<file path="config.mk">
export PLATFORM = sky130hd
export DESIGN_NAME = freefall_wakeup_event_detector
export DESIGN_NICKNAME = d
export VERILOG_FILES = /design/src/motion_event_pkg.sv /design/src/freefall_wakeup_event_detector.sv
export VERILOG_INCLUDE_DIRS = /design/src /design/src/src
export SDC_FILE = /design/constraint.sdc
export NUM_CORES = 1
export LEC_CHECK = 0
export ABC_AREA = 1
export ABC_CLOCK_PERIOD_IN_PS = 2530
export BUFFER_PORTS_ARGS = -buffer_cell sky130_fd_sc_hd__buf_2
export CAP_MARGIN = 20
export CORE_MARGIN = 2
export CORE_UTILIZATION = 57
export DETAILED_ROUTE_END_ITERATION = 10
export PLACE_DENSITY = 0.8
export SLEW_MARGIN = 20
export SYNTH_ARGS = -nofsm -noshare
export SYNTH_HDL_FRONTEND = slang
export SYNTH_SLANG_ARGS = --single-unit
</file>
<file path="constraint.sdc">
create_clock -name pclk -period 2.53 [get_ports pclk]
set_input_delay 0.3795 -clock pclk [delete_from_list [all_inputs] [get_ports pclk]]
set_output_delay 0.3795 -clock pclk [all_outputs]
set_load 0.01 [all_outputs]
</file>
<file path="src/motion_event_params.svh">
// Purpose: offsets, field positions, reset values and timing of the motion event detector
// Assumes: register index times four gives the APB byte address
// Notes:   definitions only
`ifndef MOTION_EVENT_PARAMS_SVH
`define MOTION_EVENT_PARAMS_SVH
// ==========================================================
// Register indices
`define IDX_CONFIG      8'h30
`define IDX_SOURCE      8'h31
`define IDX_THRESHOLD   8'h32
`define IDX_DURATION    8'h33
`define IDX_RATE_CTRL   8'h38
`define IDX_IRQ_STATUS  8'h39
`define IDX_IRQ_MASK    8'h3A
// ==========================================================
// Field positions and reset values
`define SRC_ACTIVE_BIT  6
`define IRQ_EVENT_BIT   0
`define CONFIG_RESET    8'h00
`define THRESHOLD_RESET 8'h02
`define DURATION_RESET  8'h00
`define RATE_RESET      1'b0
`define IRQ_MASK_RESET  8'h00
// ==========================================================
// Timing
`define CLK_HZ          200000000.0
`define STEP_FAST_MS    2.5
`define STEP_SLOW_MS    10.0
`define STEP_FAST_CYCLES ($rtoi(`STEP_FAST_MS * `CLK_HZ / 1000.0))
`define STEP_SLOW_CYCLES ($rtoi(`STEP_SLOW_MS * `CLK_HZ / 1000.0))
`endif

</file>
<file path="src/motion_event_pkg.sv">
// Purpose: types shared by the motion event detector and its bench
// Assumes: axis order z, y, x from high to low in every flag vector
// Notes:   flag vectors follow the source register layout
`default_nettype none
package motion_event_pkg;
    // ==========================================================
    // Samples
    typedef struct packed {
        logic signed [7:0] z;
        logic signed [7:0] y;
        logic signed [7:0] x;
    } axes_t;
    // ==========================================================
    // Registers
    typedef struct packed {
        logic       and_or_select;
        logic       latch_request_enable;
        logic [5:0] enables;
    } config_t;
    typedef struct packed {
        logic       counter_decrement_select;
        logic [6:0] threshold_level;
    } threshold_t;
    typedef struct packed {
        logic       unused;
        logic       event_active_flag;
        logic [5:0] flags;
    } source_t;
endpackage : motion_event_pkg
`default_nettype wire

</file>
<file path="src/freefall_wakeup_event_detector.sv">
// Purpose: free-fall and wake-up event detector with APB registers
// Assumes: axis samples come from logic on pclk and stay valid between ticks
// Notes:   the sample tick is made here from the selected output rate
//
// Implementation choice: the APB interface to the registers.
`timescale 1ns/1ps
`default_nettype none
`include "motion_event_params.svh"

module freefall_wakeup_event_detector #(
    parameter int STEP_FAST_CYCLES = `STEP_FAST_CYCLES,
    parameter int STEP_SLOW_CYCLES = `STEP_SLOW_CYCLES,
    parameter int ADDR_W           = 10
) (
    input  wire logic                  pclk,
    input  wire logic                  presetn,
    input  wire logic                  ce,
    input  wire logic                  psel,
    input  wire logic                  penable,
    input  wire logic                  pwrite,
    input  wire logic [ADDR_W-1:0]     paddr,
    input  wire logic [31:0]           pwdata,
    output logic      [31:0]           prdata,
    output logic                       pready,
    output logic                       pslverr,
    input  wire motion_event_pkg::axes_t samples,
    output logic                       motion_int,
    output logic                       irq,
    output logic                       sample_tick
);
    import motion_event_pkg::*;

    // ==========================================================
    // Parameter checks
    localparam int TW = $clog2(STEP_SLOW_CYCLES + 1);
    if (STEP_FAST_CYCLES < 1 || STEP_SLOW_CYCLES < STEP_FAST_CYCLES) begin : g_bad_step
        $error("step counts must be positive and slow not below fast");
    end
    if (ADDR_W < 10) begin : g_bad_addr
        $error("address too narrow for the register map");
    end

    // ==========================================================
    // State
    config_t    config_reg;
    threshold_t threshold_reg;
    logic [7:0] duration_reg;
    logic       sample_rate;
    logic [7:0] irq_status;
    logic [7:0] irq_mask;
    source_t    source_reg;
    logic [7:0] duration_count;
    logic [TW-1:0] tick_count;

    config_t    next_config_reg;
    threshold_t next_threshold_reg;
    logic [7:0] next_duration_reg;
    logic       next_sample_rate;
    logic [7:0] next_irq_status;
    logic [7:0] next_irq_mask;
    source_t    next_source_reg;
    logic [7:0] next_duration_count;
    logic [TW-1:0] next_tick_count;
    logic [31:0] next_prdata;

    // ==========================================================
    // APB decode
    logic       setup_rd;
    logic       access_wr;
    logic [7:0] index;
    logic       mapped;
    logic [7:0] read_value;

    assign index     = paddr[9:2];
    assign setup_rd  = ce && psel && !penable && !pwrite;
    assign access_wr = ce && psel && penable && pwrite;
    assign pready    = ce;

    // Address bits above the register window must be zero
    logic upper_zero;
    if (ADDR_W > 10) begin : g_upper
        assign upper_zero = (paddr[ADDR_W-1:10] == '0);
    end else begin : g_no_upper
        assign upper_zero = 1'b1;
    end

    always_comb begin
        mapped     = (paddr[1:0] == 2'b00) && upper_zero;
        read_value = 8'h00;
        unique case (index)
            `IDX_CONFIG:     read_value = config_reg;
            `IDX_SOURCE:     read_value = source_reg;
            `IDX_THRESHOLD:  read_value = threshold_reg;
            `IDX_DURATION:   read_value = duration_reg;
            `IDX_RATE_CTRL:  read_value = {7'h00, sample_rate};
            `IDX_IRQ_STATUS: read_value = irq_status;
            `IDX_IRQ_MASK:   read_value = irq_mask;
            default:         mapped = 1'b0;
        endcase
    end

    assign pslverr = psel && penable && !mapped;

    // ==========================================================
    // Sample tick; both rates step once per output sample
    logic [TW-1:0] period_last;
    assign period_last = sample_rate ? TW'(STEP_FAST_CYCLES - 1)
                                     : TW'(STEP_SLOW_CYCLES - 1);

    always_comb begin
        next_tick_count = tick_count + TW'(1);
        sample_tick     = 1'b0;
        // A rate change to a shorter period must not overrun it
        if (tick_count >= period_last) begin
            next_tick_count = '0;
            sample_tick     = ce;
        end
        if (!ce) begin
            next_tick_count = tick_count;
        end
    end

    // ==========================================================
    // Per-axis threshold compare
    logic [5:0] hit;
    logic [23:0] axis_flat;
    assign axis_flat = samples;

    for (genvar a = 0; a < 3; a++) begin : g_axis
        logic signed [7:0] value;
        logic [7:0]        magnitude;
        assign value     = axis_flat[8*a +: 8];
        assign magnitude = value[7] ? 8'(-value) : 8'(value);
        assign hit[2*a+1] = magnitude > {1'b0, threshold_reg.threshold_level};
        assign hit[2*a]   = magnitude < {1'b0, threshold_reg.threshold_level};
    end

    // ==========================================================
    // Event condition and duration counter
    logic [5:0] enabled_hit;
    logic       condition;
    logic       held;
    logic       evaluate;
    logic       confirm;

    assign enabled_hit = hit & config_reg.enables;
    assign condition   = config_reg.and_or_select
                       ? (config_reg.enables != 6'h00) && (enabled_hit == config_reg.enables)
                       : (enabled_hit != 6'h00);
    // Latched and confirmed: counter and flags wait for the host read
    assign held     = config_reg.latch_request_enable && source_reg.event_active_flag;
    assign evaluate = sample_tick && !held;
    assign confirm  = evaluate && condition && (duration_count >= duration_reg);

    always_comb begin
        next_duration_count = duration_count;
        if (evaluate) begin
            if (condition) begin
                // Saturate so a long event never wraps back below the limit
                if (duration_count < duration_reg) begin
                    next_duration_count = duration_count + 8'h01;
                end
            end else if (threshold_reg.counter_decrement_select) begin
                if (duration_count != 8'h00) begin
                    next_duration_count = duration_count - 8'h01;
                end
            end else begin
                next_duration_count = 8'h00;
            end
        end
    end

    // ==========================================================
    // Source register
    always_comb begin
        next_source_reg = source_reg;
        if (evaluate) begin
            if (confirm) begin
                next_source_reg.unused            = 1'b0;
                next_source_reg.event_active_flag = 1'b1;
                next_source_reg.flags             = enabled_hit;
            end else if (!config_reg.latch_request_enable) begin
                next_source_reg = '0;
            end
        end
        // A new event in the read cycle wins over the clear
        if (setup_rd && mapped && index == `IDX_SOURCE && !confirm) begin
            next_source_reg = '0;
        end
    end

    assign motion_int = source_reg.event_active_flag;

    // ==========================================================
    // Registers written by software
    always_comb begin
        next_config_reg    = config_reg;
        next_threshold_reg = threshold_reg;
        next_duration_reg  = duration_reg;
        next_sample_rate   = sample_rate;
        next_irq_mask      = irq_mask;
        if (access_wr && mapped) begin
            unique case (index)
                `IDX_CONFIG:    next_config_reg    = pwdata[7:0];
                `IDX_THRESHOLD: next_threshold_reg = pwdata[7:0];
                `IDX_DURATION:  next_duration_reg  = pwdata[7:0];
                `IDX_RATE_CTRL: next_sample_rate   = pwdata[0];
                `IDX_IRQ_MASK:  next_irq_mask      = pwdata[7:0];
                default: ;
            endcase
        end
    end

    // ==========================================================
    // Interrupt status: read clears, a new event wins
    logic new_event;
    assign new_event = confirm && !source_reg.event_active_flag;

    always_comb begin
        next_irq_status = irq_status;
        if (setup_rd && mapped && index == `IDX_IRQ_STATUS) begin
            next_irq_status = 8'h00;
        end
        if (new_event) begin
            next_irq_status[`IRQ_EVENT_BIT] = 1'b1;
        end
    end

    assign irq = |(irq_status & irq_mask);

    // ==========================================================
    // Read data is captured in the setup cycle, with the read clear
    // A read therefore needs ce high at its setup edge
    always_comb begin
        next_prdata = prdata;
        if (setup_rd) begin
            next_prdata = mapped ? {24'h000000, read_value} : 32'h00000000;
        end
    end

    // ==========================================================
    // Flip-flops
    always_ff @(posedge pclk or negedge presetn) begin
        if (!presetn) begin
            config_reg    <= `CONFIG_RESET;
            threshold_reg <= `THRESHOLD_RESET;
            duration_reg  <= `DURATION_RESET;
            sample_rate   <= `RATE_RESET;
            irq_mask      <= `IRQ_MASK_RESET;
        end else if (ce) begin
            config_reg    <= next_config_reg;
            threshold_reg <= next_threshold_reg;
            duration_reg  <= next_duration_reg;
            sample_rate   <= next_sample_rate;
            irq_mask      <= next_irq_mask;
        end
    end

    always_ff @(posedge pclk or negedge presetn) begin
        if (!presetn) begin
            tick_count <= '0;
        end else if (ce) begin
            tick_count <= next_tick_count;
        end
    end

    always_ff @(posedge pclk or negedge presetn) begin
        if (!presetn) begin
            duration_count <= 8'h00;
        end else if (ce) begin
            duration_count <= next_duration_count;
        end
    end

    always_ff @(posedge pclk or negedge presetn) begin
        if (!presetn) begin
            source_reg <= '0;
        end else if (ce) begin
            source_reg <= next_source_reg;
        end
    end

    always_ff @(posedge pclk or negedge presetn) begin
        if (!presetn) begin
            irq_status <= 8'h00;
        end else if (ce) begin
            irq_status <= next_irq_status;
        end
    end

    always_ff @(posedge pclk or negedge presetn) begin
        if (!presetn) begin
            prdata <= 32'h00000000;
        end else if (ce) begin
            prdata <= next_prdata;
        end
    end

endmodule : freefall_wakeup_event_detector

`default_nettype wire

</file>
==> results of run 1 <==
==> power groups by stage <==
stage,clock [mW],sequential (mW),combinational [mW]
floorplan,0,1.40,0.387
global placement,0,1.41,0.524
detailed placement,0,1.41,0.539
CTS,0.997,1.39,0.548
global route,1.05,1.42,0.693
finish,0.992,1.40,0.612
==> final cells by class <==
class	count	area, um2
Multi-Input combinational cell	589	3630
Fill cell	845	3024
Sequential cell	78	1954
Timing Repair Buffer	110	739.5
Inverter	127	508.0
Tap cell	136	170.2
Clock buffer	10	137.6
Clock inverter	6	67.56
==> logic make-up after synthesis <==
kind of cell    share of synthesized area (%)
flops                                   32.82
compound gates                          10.64
other cells                           0.06302
xor+xnor                                5.446
buf+inv                                 12.49
simple gates                            29.29
fa+ha+maj                               9.252
==> metrics by stage <==
step,std cells,worst slack (ns),hold slack (ns)
6_report,1056,-0.09960,0.2367
2_1_floorplan,831,-0.1854,0.08391
5_1_grt,1056,-0.2572,0.2621
4_1_cts,1054,-0.008640,0.2346
3_3_place_gp,1030,-0.4468,0.3741
3_5_place_dp,1030,-0.5366,0.3776
==> worst min path at each step <==
stage,endpoint,cells past startpoint
after CTS,irq_mask[2],3
after detailed placement,tick_count[13],1
final,irq_mask[3],3
after floorplan,config_reg[0],0
after global placement,tick_count[13],1
after global routing,irq_mask[1],3
==> tightest hold or removal path: cells and delay by family <==
kind | cells | cell delay (ns)
buf+inv | 1 | 0.08
compound gates | 1 | 0.06
simple gates | 1 | 0.04
==> synthesized netlist by cell type, types with 4 or more instances <==
cell type    n
ha_1        44
nand2_1    177
buf_2        6
nor2_1      76
nor3_2       4
o21ai_0     39
xor2_1      30
inv_1      124
nor2_2       5
o21ai_2      8
nor3_1      15
nand2_2      7
nand3_1     57
buf_4       27
nand4_1     11
a211oi_1     7
nand2_4      4
o22ai_1     23
a21oi_1     17
or2_2        4
dfrtp_1     77
xnor2_1      7
==> repair_timing <==
action                                  in CTS  in global routing
hold endpoints to repair                    33                  0
endpoints found under the setup margin      16                 17
hold buffers                                 1                  0
resized for setup                           17                 48
pin swaps                                   18                 36
buffers inserted                             7                  2
gates cloned                                 1                  0
==> placed cells by master (no fill, tap or decap), types with 6 or more instances in the layout <==
| cell | synthesis | routed |
|---|---|---|
| xor2_1 | 30 | 30 |
| a211oi_1 | 7 | 7 |
| nand2_2 | 7 | 16 |
| inv_1 | 124 | 116 |
| o21ai_2 | 8 | 10 |
| nand4_1 | 11 | 11 |
| nand2_1 | 177 | 167 |
| conb_1 | 1 | 24 |
| nor2_1 | 76 | 72 |
| o22ai_1 | 23 | 23 |
| nand3_1 | 57 | 48 |
| a21oi_1 | 17 | 15 |
| buf_4 | 27 | 46 |
| nor2_2 | 5 | 9 |
| inv_2 | 3 | 8 |
| ha_4 | 0 | 7 |
| o21ai_0 | 39 | 36 |
| buf_2 | 6 | 56 |
| ha_1 | 44 | 36 |
| xnor2_1 | 7 | 6 |
| nor3_2 | 4 | 7 |
| nor3_1 | 15 | 11 |
| clkbuf_8 | 0 | 10 |
| dfrtp_1 | 77 | 76 |
| nand3_2 | 2 | 11 |
==> routing by layer <==
layer	wire, um	up-vias	share of wire [%]
li1	-	2784	-
met1	6754	2600	45
met2	6986	190	47
met3	935	26	6.3
met4	233	0	1.6
met5	0	-	0
==> report_table.html, run 1 <==
<table>
<tr><th>Metric</th><th>Value</th></tr>
<tr><th colspan="2">STA</th></tr>
<tr><td>Sum of negative setup slack</td><td>-0.9171 ns</td></tr>
<tr><td>Hold Vio Cnt, Final</td><td>0</td></tr>
<tr><td>Final setup margin</td><td>-0.09960 ns</td></tr>
<tr><td>Unrepaired setup endpoints after global routing</td><td>yes</td></tr>
<tr><td>Max Clock Freq</td><td>0.3803 GHz</td></tr>
<tr><td>Final slew viol count</td><td>0</td></tr>
<tr><td>Final min period</td><td>~2.6 ns</td></tr>
<tr><td>Worst Tran Pin Value</td><td>0.5376 ns</td></tr>
<tr><td>Setup skew after layout</td><td>0.01468 ns</td></tr>
<tr><td>Final cycle utilization of the critical path</td><td>103.9%</td></tr>
<tr><td>Setup violators final</td><td>15</td></tr>
<tr><td>Max-slew headroom at the worst pin</td><td>approximately 64%</td></tr>
<tr><th colspan="2">Min path</th></tr>
<tr><td>Startpoint of the tightest hold check path</td><td>pwdata[3]</td></tr>
<tr><td>Path type of the worst min-delay path</td><td>input port to flop</td></tr>
<tr><th colspan="2">Synth</th></tr>
<tr><td>Number of enable-type register cells in the synthesized netlist</td><td>0</td></tr>
<tr><td>Most area-consuming cells after synthesis</td><td>dfrtp_1 (32%), nand2_1 (11%), ha_1 (9.3%)</td></tr>
<tr><td>Share of Yosys cell area claimed by the top area cell type</td><td>32.38%</td></tr>
<tr><td>Post-synthesis async set-or-reset flop share</td><td>100.0%</td></tr>
<tr><td>Synthesized area divided by synthesized cell count</td><td>7.365 um2</td></tr>
<tr><td>Post-synthesis instance area</td><td>5951 um2</td></tr>
<tr><td>Cell count after synthesis</td><td>808</td></tr>
<tr><td>Most used flip-flop cell after synthesis</td><td>dfrtp_1</td></tr>
<tr><td>Warnings from Yosys</td><td>0</td></tr>
<tr><td>Number of distinct library cell variants in the gate-level netlist after synthesis</td><td>44</td></tr>
<tr><td>Yosys top cell by area</td><td>dfrtp_1</td></tr>
<tr><td>Post-synthesis sequential area ratio</td><td>between 30 and 40%</td></tr>
<tr><td>Number of synthesized register bits</td><td>78</td></tr>
<tr><th colspan="2">Pwr</th></tr>
<tr><td>Logic gate share of total power</td><td>20.4%</td></tr>
<tr><td>Maximum VDD drop</td><td>0.4083 mV</td></tr>
<tr><td>Total design power</td><td>~3 mW</td></tr>
<tr><td>Fraction of power spent switching nets</td><td>30.96%</td></tr>
<tr><td>Leak Pwr</td><td>3.710 nW</td></tr>
<tr><td>Flop pwr share</td><td>46.6%</td></tr>
<tr><td>Pint</td><td>around 2.1 mW</td></tr>
<tr><td>Total power divided by cell area</td><td>between 400 and 500 nW/um2</td></tr>
<tr><td>Fraction of power consumed by the clock network</td><td>33.0%</td></tr>
<tr><td>Switching power summed over all nets</td><td>0.9302 mW</td></tr>
<tr><th colspan="2">Critical path</th></tr>
<tr><td>Number of buffers and inverters on the critical path</td><td>5</td></tr>
<tr><td>Worst r2r dst</td><td>duration_count[4]</td></tr>
<tr><td>Path length in cells of the critical path</td><td>22</td></tr>
<tr><td>Beginning of the worst register-to-register path</td><td>threshold_reg[1]</td></tr>
<tr><td>End point of the critical path</td><td>duration_count[4]</td></tr>
<tr><td>Type of destination of the critical path</td><td>flop</td></tr>
<tr><td>Worst reg-to-reg setup slack</td><td>-0.01 ns</td></tr>
<tr><td>Largest incremental delay on the critical path</td><td>0.33 ns</td></tr>
<tr><td>Most used cell along the critical path</td><td>nand2_1</td></tr>
<tr><td>Critical path startpoint category</td><td>input port</td></tr>
<tr><td>Cell count of the worst reg-to-reg path</td><td>18</td></tr>
<tr><td>Critical Path Slowest Stage Cell</td><td>ha_1</td></tr>
<tr><td>Cell Chain, Critical Path</td><td>buf_12, inv_12, ha_4, inv_2, nor2_1, inv_1, o41ai_2, xnor2_1, ha_1, nand2_1, nand2_1, nor2_2, nand2_2, a21oi_2, nor2_4, nand3_4, nand2_8, buf_8, nand2_1, nand2_1, nand3_1, nand2_1</td></tr>
<tr><td>Arrival @ worst endpoint</td><td>2.89 ns</td></tr>
<tr><td>Cell family with the largest share of critical-path delay</td><td>simple AND/OR/NAND/NOR gates</td></tr>
<tr><td>Worst path required time</td><td>2.79 ns</td></tr>
<tr><td>Worst setup path start</td><td>samples[1]</td></tr>
<tr><td>Top fanout value on the critical path</td><td>8</td></tr>
<tr><td>Classification of the worst setup path</td><td>input port to flop</td></tr>
<tr><th colspan="2">Floorplan</th></tr>
<tr><td>Die boundary width</td><td>approximately 110 um</td></tr>
<tr><td>Core region area</td><td>10230 um2</td></tr>
<tr><td>I/O pin cnt</td><td>109</td></tr>
<tr><td>Die height</td><td>106.2 um</td></tr>
<tr><td>Initial Utilization</td><td>between 50% and 60%</td></tr>
<tr><td>Total Die Area</td><td>11270 um2</td></tr>
<tr><td>Floorplan row count</td><td>37</td></tr>
<tr><th colspan="2">Global routing</th></tr>
<tr><td>Total routing usage reported by global routing</td><td>26.70%</td></tr>
<tr><td>Maximum number of pins on one net before global-route repair</td><td>43</td></tr>
<tr><td>Wire length of the first global-routing pass</td><td>24090 um</td></tr>
<tr><td>Vias in the first global route</td><td>5112</td></tr>
<tr><td>M2 GR Usage</td><td>43.41%</td></tr>
<tr><td>Initial antenna violation count</td><td>0</td></tr>
<tr><td>Most used routing layer in global routing</td><td>met2</td></tr>
<tr><td>Remaining global-route overflow</td><td>0</td></tr>
<tr><td>Met1 layer usage reported by global route</td><td>between 30% and 40%</td></tr>
<tr><td>Met3 capacity usage during global routing</td><td>4.905%</td></tr>
<tr><th colspan="2">Final layout</th></tr>
<tr><td>Count of inserted antenna diode cells</td><td>0</td></tr>
<tr><td>Largest register by flop count</td><td>tick_count</td></tr>
<tr><td>Core Util, Final</td><td>70.44%</td></tr>
<tr><td>Design area</td><td>just over 7000 um2</td></tr>
<tr><td>Share of final-layout standard cells stronger than drive strength 1</td><td>24.35%</td></tr>
<tr><td>Flip-flop count of the largest register, all copies and words added</td><td>21</td></tr>
<tr><td>Final-stage net count</td><td>1031</td></tr>
<tr><td>P&amp;R area growth vs syn</td><td>21.11%</td></tr>
<tr><th colspan="2">Clocking</th></tr>
<tr><td>Clock tree buffer depth</td><td>2</td></tr>
<tr><td>Worst skew pair latency</td><td>0.36 ns</td></tr>
<tr><td>Clk pin slew, worst setup/hold paths</td><td>0.09 ns</td></tr>
<tr><td>H-Tree Level Count</td><td>3</td></tr>
<tr><td>CTS Buf Count</td><td>9</td></tr>
<tr><td>Clock root buffer</td><td>clkbuf_8</td></tr>
<tr><td>Clock sinks</td><td>78</td></tr>
<tr><td>CTS tree</td><td>yes</td></tr>
<tr><th colspan="2">Outcome</th></tr>
<tr><td>Status</td><td>finished with violations</td></tr>
<tr><td>Violations in the final reports</td><td>negative setup slack</td></tr>
<tr><th colspan="2">Placed design</th></tr>
<tr><td>Placed cell areas</td><td>approximately 6600 um2</td></tr>
<tr><td>Gpl congestion</td><td>0.9401</td></tr>
<tr><td>Placed wire-length estimate after detailed placement</td><td>11050 um</td></tr>
<tr><td>Number of I/O port buffers</td><td>60</td></tr>
<tr><th colspan="2">Detailed routing</th></tr>
<tr><td>Antenna Violating Nets Remaining</td><td>0</td></tr>
<tr><td>Final routed wire length divided by cell count</td><td>14.12 um</td></tr>
<tr><td>Via-to-Cell Ratio</td><td>5.303</td></tr>
<tr><td>Remaining design rule violation count</td><td>0</td></tr>
<tr><td>Total Wirelength</td><td>14910 um</td></tr>
<tr><td>Initial DRT Pass Iterations</td><td>5</td></tr>
<tr><td>Number of vias in the routed layout</td><td>5600</td></tr>
<tr><td>Number of design-rule violations left by the first detailed-router iteration</td><td>393</td></tr>
<tr><th colspan="2">Flow run</th></tr>
<tr><td>Max Cap Viol</td><td>0</td></tr>
</table>
Power figures use the tool's default switching activity.
==> run 2, diff against run 1 <==
--- a/config.mk
+++ b/config.mk
@@ -7,13 +7,14 @@
 export NUM_CORES = 1
 export LEC_CHECK = 0
 export ABC_AREA = 1
-export ABC_CLOCK_PERIOD_IN_PS = 2530
+export ABC_CLOCK_PERIOD_IN_PS = 2800
 export BUFFER_PORTS_ARGS = -buffer_cell sky130_fd_sc_hd__buf_2
 export CAP_MARGIN = 20
 export CORE_MARGIN = 2
 export CORE_UTILIZATION = 57
 export DETAILED_ROUTE_END_ITERATION = 10
 export PLACE_DENSITY = 0.8
+export SKIP_CTS_REPAIR_TIMING = 1
 export SLEW_MARGIN = 20
 export SYNTH_ARGS = -nofsm -noshare
 export SYNTH_HDL_FRONTEND = slang
==> constraint.sdc (replaced) <==
create_clock -name pclk -period 2.8 [get_ports pclk]
set_input_delay 0.42 -clock pclk [delete_from_list [all_inputs] [get_ports pclk]]
set_output_delay 0.42 -clock pclk [all_outputs]
set_load 0.01 [all_outputs]
==> run 2 against run 1 <==
Net effect:
- the run now ends clean
- critical path depth grew 1
- sequential share of layout area grew 1.1 points
- wire length shrank 8.0%
- register-to-register slack gained 0.28 ns
- clock power shrank 15%
- largest cell class unchanged
- core utilization shrank 2.8 points
- first-iteration DRC count grew 6.4%
- sequential power shrank 10%
- final area shrank 4.0%
- total power shrank 14%
==> report_table.html, run 2 (synthesis results as in run 1) <==
<table>
<tr><th>Metric</th><th>Value</th></tr>
<tr><th colspan="2">Outcome</th></tr>
<tr><td>Status</td><td>finished clean</td></tr>
<tr><th colspan="2">Min path</th></tr>
<tr><td>Path type of the worst min-delay path</td><td>input port to asynchronous set/reset pin</td></tr>
<tr><th colspan="2">Pwr</th></tr>
<tr><td>Leak Pwr</td><td>3.597 nW (-3.0%)</td></tr>
<tr><td>Total power divided by cell area</td><td>374.7 nW/um2 (-10%)</td></tr>
<tr><td>Maximum VDD drop</td><td>0.2900 mV (-29%)</td></tr>
<tr><th colspan="2">STA</th></tr>
<tr><td>Final min period</td><td>~2.7 ns</td></tr>
<tr><td>Max Clock Freq</td><td>0.3727 GHz</td></tr>
<tr><td>Worst Tran Pin Value</td><td>0.6152 ns (+0.07753 ns)</td></tr>
<tr><td>Setup violators final</td><td>0 (-15)</td></tr>
<tr><td>Final cycle utilization of the critical path</td><td>95.84%</td></tr>
<tr><td>Setup skew after layout</td><td>0.01066 ns (-0.004017 ns)</td></tr>
<tr><td>Final slew viol count</td><td>0 (unchanged)</td></tr>
<tr><td>Max-slew headroom at the worst pin</td><td>58.95% (-4.9 points)</td></tr>
<tr><td>Hold Vio Cnt, Final</td><td>0 (unchanged)</td></tr>
<tr><th colspan="2">Clocking</th></tr>
<tr><td>Worst skew pair latency</td><td>0.35 ns (about the same)</td></tr>
<tr><td>Clock root buffer</td><td>clkbuf_8</td></tr>
<tr><td>Clock sinks</td><td>78 (unchanged)</td></tr>
<tr><td>Clock tree buffer depth</td><td>2 (unchanged)</td></tr>
<tr><td>CTS Buf Count</td><td>9 (unchanged)</td></tr>
<tr><td>CTS tree</td><td>yes</td></tr>
<tr><td>H-Tree Level Count</td><td>3 (unchanged)</td></tr>
<tr><td>Clk pin slew, worst setup/hold paths</td><td>0.08 ns (about the same)</td></tr>
<tr><th colspan="2">Floorplan</th></tr>
<tr><td>Core region area</td><td>10230 um2 (unchanged)</td></tr>
<tr><td>Die boundary width</td><td>106.2 um (unchanged)</td></tr>
<tr><td>Initial Utilization</td><td>58.16% (unchanged)</td></tr>
<tr><td>I/O pin cnt</td><td>109 (unchanged)</td></tr>
<tr><td>Total Die Area</td><td>11270 um2 (unchanged)</td></tr>
<tr><td>Die height</td><td>106.2 um (unchanged)</td></tr>
<tr><td>Floorplan row count</td><td>37 (unchanged)</td></tr>
<tr><th colspan="2">Detailed routing</th></tr>
<tr><td>Number of design-rule violations left by the first detailed-router iteration</td><td>418 (+6.4%)</td></tr>
<tr><td>Final routed wire length divided by cell count</td><td>13.18 um (-6.7%)</td></tr>
<tr><td>Remaining design rule violation count</td><td>0 (unchanged)</td></tr>
<tr><td>Initial DRT Pass Iterations</td><td>7 (+2)</td></tr>
<tr><td>Number of vias in the routed layout</td><td>5460 (-2.5%)</td></tr>
<tr><td>Total Wirelength</td><td>13720 um (-8.0%)</td></tr>
<tr><td>Antenna Violating Nets Remaining</td><td>0 (unchanged)</td></tr>
<tr><td>Via-to-Cell Ratio</td><td>5.245 (-1.1%)</td></tr>
<tr><th colspan="2">Placed design</th></tr>
<tr><td>Gpl congestion</td><td>0.8908 (-5.2%)</td></tr>
<tr><td>Placed insts</td><td>1019 (-1.1%)</td></tr>
<tr><td>Number of I/O port buffers</td><td>60 (unchanged)</td></tr>
<tr><td>Placed wire-length estimate after detailed placement</td><td>10160 um (-8.1%)</td></tr>
<tr><th colspan="2">Critical path</th></tr>
<tr><td>Worst path required time</td><td>3.04 ns (+0.25 ns)</td></tr>
<tr><td>Type of destination of the critical path</td><td>flop</td></tr>
<tr><td>Worst r2r dst</td><td>source_reg[1]</td></tr>
<tr><td>Top fanout value on the critical path</td><td>8 (unchanged)</td></tr>
<tr><td>Worst reg-to-reg setup slack</td><td>0.27 ns (+0.28 ns)</td></tr>
<tr><td>Classification of the worst setup path</td><td>input port to flop</td></tr>
<tr><td>Beginning of the worst register-to-register path</td><td>sample_rate</td></tr>
<tr><td>Critical path startpoint category</td><td>input port</td></tr>
<tr><td>Cell count of the worst reg-to-reg path</td><td>12 (-6)</td></tr>
<tr><td>Arrival @ worst endpoint</td><td>2.93 ns (+0.04 ns)</td></tr>
<tr><th colspan="2">Final layout</th></tr>
<tr><td>Share of final-layout standard cells stronger than drive strength 1</td><td>21.55% (-2.8 points)</td></tr>
<tr><td>Flip-flop count of the largest register, all copies and words added</td><td>21 (unchanged)</td></tr>
<tr><td>P&amp;R area growth vs syn</td><td>16.21%</td></tr>
<tr><td>Finished Layout Cells</td><td>1041 (-1.4%)</td></tr>
<tr><td>Core Util, Final</td><td>67.59% (-2.8 points)</td></tr>
<tr><td>Final-stage net count</td><td>1016 (-1.5%)</td></tr>
<tr><td>Count of inserted antenna diode cells</td><td>0 (unchanged)</td></tr>
<tr><td>Leading cell type in the layout, fill and taps excluded</td><td>nand2_1</td></tr>
<tr><td>Commonest cells after routing, fill and taps aside</td><td>nand2_1 (168), inv_1 (118), dfrtp_1 (76)</td></tr>
<tr><td>Largest register by flop count</td><td>tick_count</td></tr>
<tr><th colspan="2">Global routing</th></tr>
<tr><td>Most used routing layer in global routing</td><td>met2</td></tr>
<tr><td>M2 GR Usage</td><td>40.43% (-3.0 points)</td></tr>
<tr><td>Initial antenna violation count</td><td>0 (unchanged)</td></tr>
<tr><td>Remaining global-route overflow</td><td>0 (unchanged)</td></tr>
<tr><td>Vias in the first global route</td><td>5065 (-0.92%)</td></tr>
<tr><td>Maximum number of pins on one net before global-route repair</td><td>79 (+84%)</td></tr>
<tr><td>Met1 layer usage reported by global route</td><td>34.52% (-2.6 points)</td></tr>
<tr><td>Total routing usage reported by global routing</td><td>25.03% (-1.7 points)</td></tr>
<tr><td>Met3 capacity usage during global routing</td><td>5.886% (+0.98 points)</td></tr>
<tr><td>Wire length of the first global-routing pass</td><td>22820 um (-5.3%)</td></tr>
<tr><th colspan="2">Flow run</th></tr>
<tr><td>Max Cap Viol</td><td>0 (unchanged)</td></tr>
</table>
run 2: cell types whose count changed in the layout (fill, tap and decap cells not counted), moves of 3 or more:
| cell | before | now |
|---|---|---|
| buf_2 | 56 | 59 |
| buf_4 | 46 | 32 |
| ha_1 | 36 | 43 |
| ha_4 | 7 | 1 |
| nor2_1 | 72 | 69 |
| or2_2 | 1 | 4 |
| or2_4 | 3 | 0 |
run 2: worst max-delay path: stages:
cell and delay (ns):
buf_2 0.11, inv_2 0.07, ha_4 0.13, inv_2 0.04, nor2_4 0.09, inv_2 0.05, o41ai_4 0.29, xnor2_1 0.12
ha_1 0.32, nand3_2 0.09, nor3_1 0.12, o21ai_1 0.14, nand3_2 0.09, nand2_1 0.05, inv_1 0.06, nand3_2 0.09
nand2_4 0.14, nand2_8 0.09, buf_6 0.15, nand2_1 0.06, nand2_1 0.08, nand3_2 0.08, nand2_1 0.05
run 2: worst max path at each step:
stage | end | slack (ns) | cells after the start | start
2_1_floorplan | source_reg[3] | 0.01 | 21 | samples[0]
3_3_place_gp | duration_count[0] | -0.19 | 23 | samples[1]
3_5_place_dp | duration_count[5] | -0.24 | 23 | samples[1]
4_1_cts | sample_tick | -0.05 | 10 | sample_rate
5_1_grt | sample_tick | -0.05 | 10 | sample_rate
6_report | duration_count[7] | 0.12 | 23 | samples[1]
run 2: final cells by class:
type                            instances  area [um2]
Timing Repair Buffer                   96       609.3
Multi-Input combinational cell        588        3512
Clock buffer                           11       131.4
Tap cell                              136       170.2
Sequential cell                        78        1954
Clock inverter                          5       61.31
Fill cell                             878        3316
Inverter                              127       476.7
run 2: power by group:
part / internal [mW] / leakage [nW] / switching, mW
Clock: 0.414 / 0.0858 / 0.428
Combinational: 0.200 / 2.53 / 0.292
Sequential: 1.19 / 0.981 / 0.0653
run 2: routing by layer:
| layer | part of all wire [%] | routed length, um |
|---|---|---|
| met1 | 45 | 6230 |
| met2 | 46 | 6279 |
| met3 | 7.2 | 994 |
| met4 | 1.5 | 212 |
| met5 | 0 | 0 |
run 2: stage by stage:
stage	TNS (ns)	instance area, um2	setup slack [ns]	hold slack [ns]	total power [mW]
2_1_floorplan	0	6045	0.01212	0.1244	1.610
3_3_place_gp	-2.510	6476	-0.1928	0.4637	1.731
3_5_place_dp	-3.165	6476	-0.2367	0.4669	1.742
4_1_cts	-0.05112	6669	-0.05112	0.2574	2.573
5_1_grt	-0.3550	6915	-0.04528	0.08841	2.750
6_report	0	6915	0.1165	0.05578	2.591
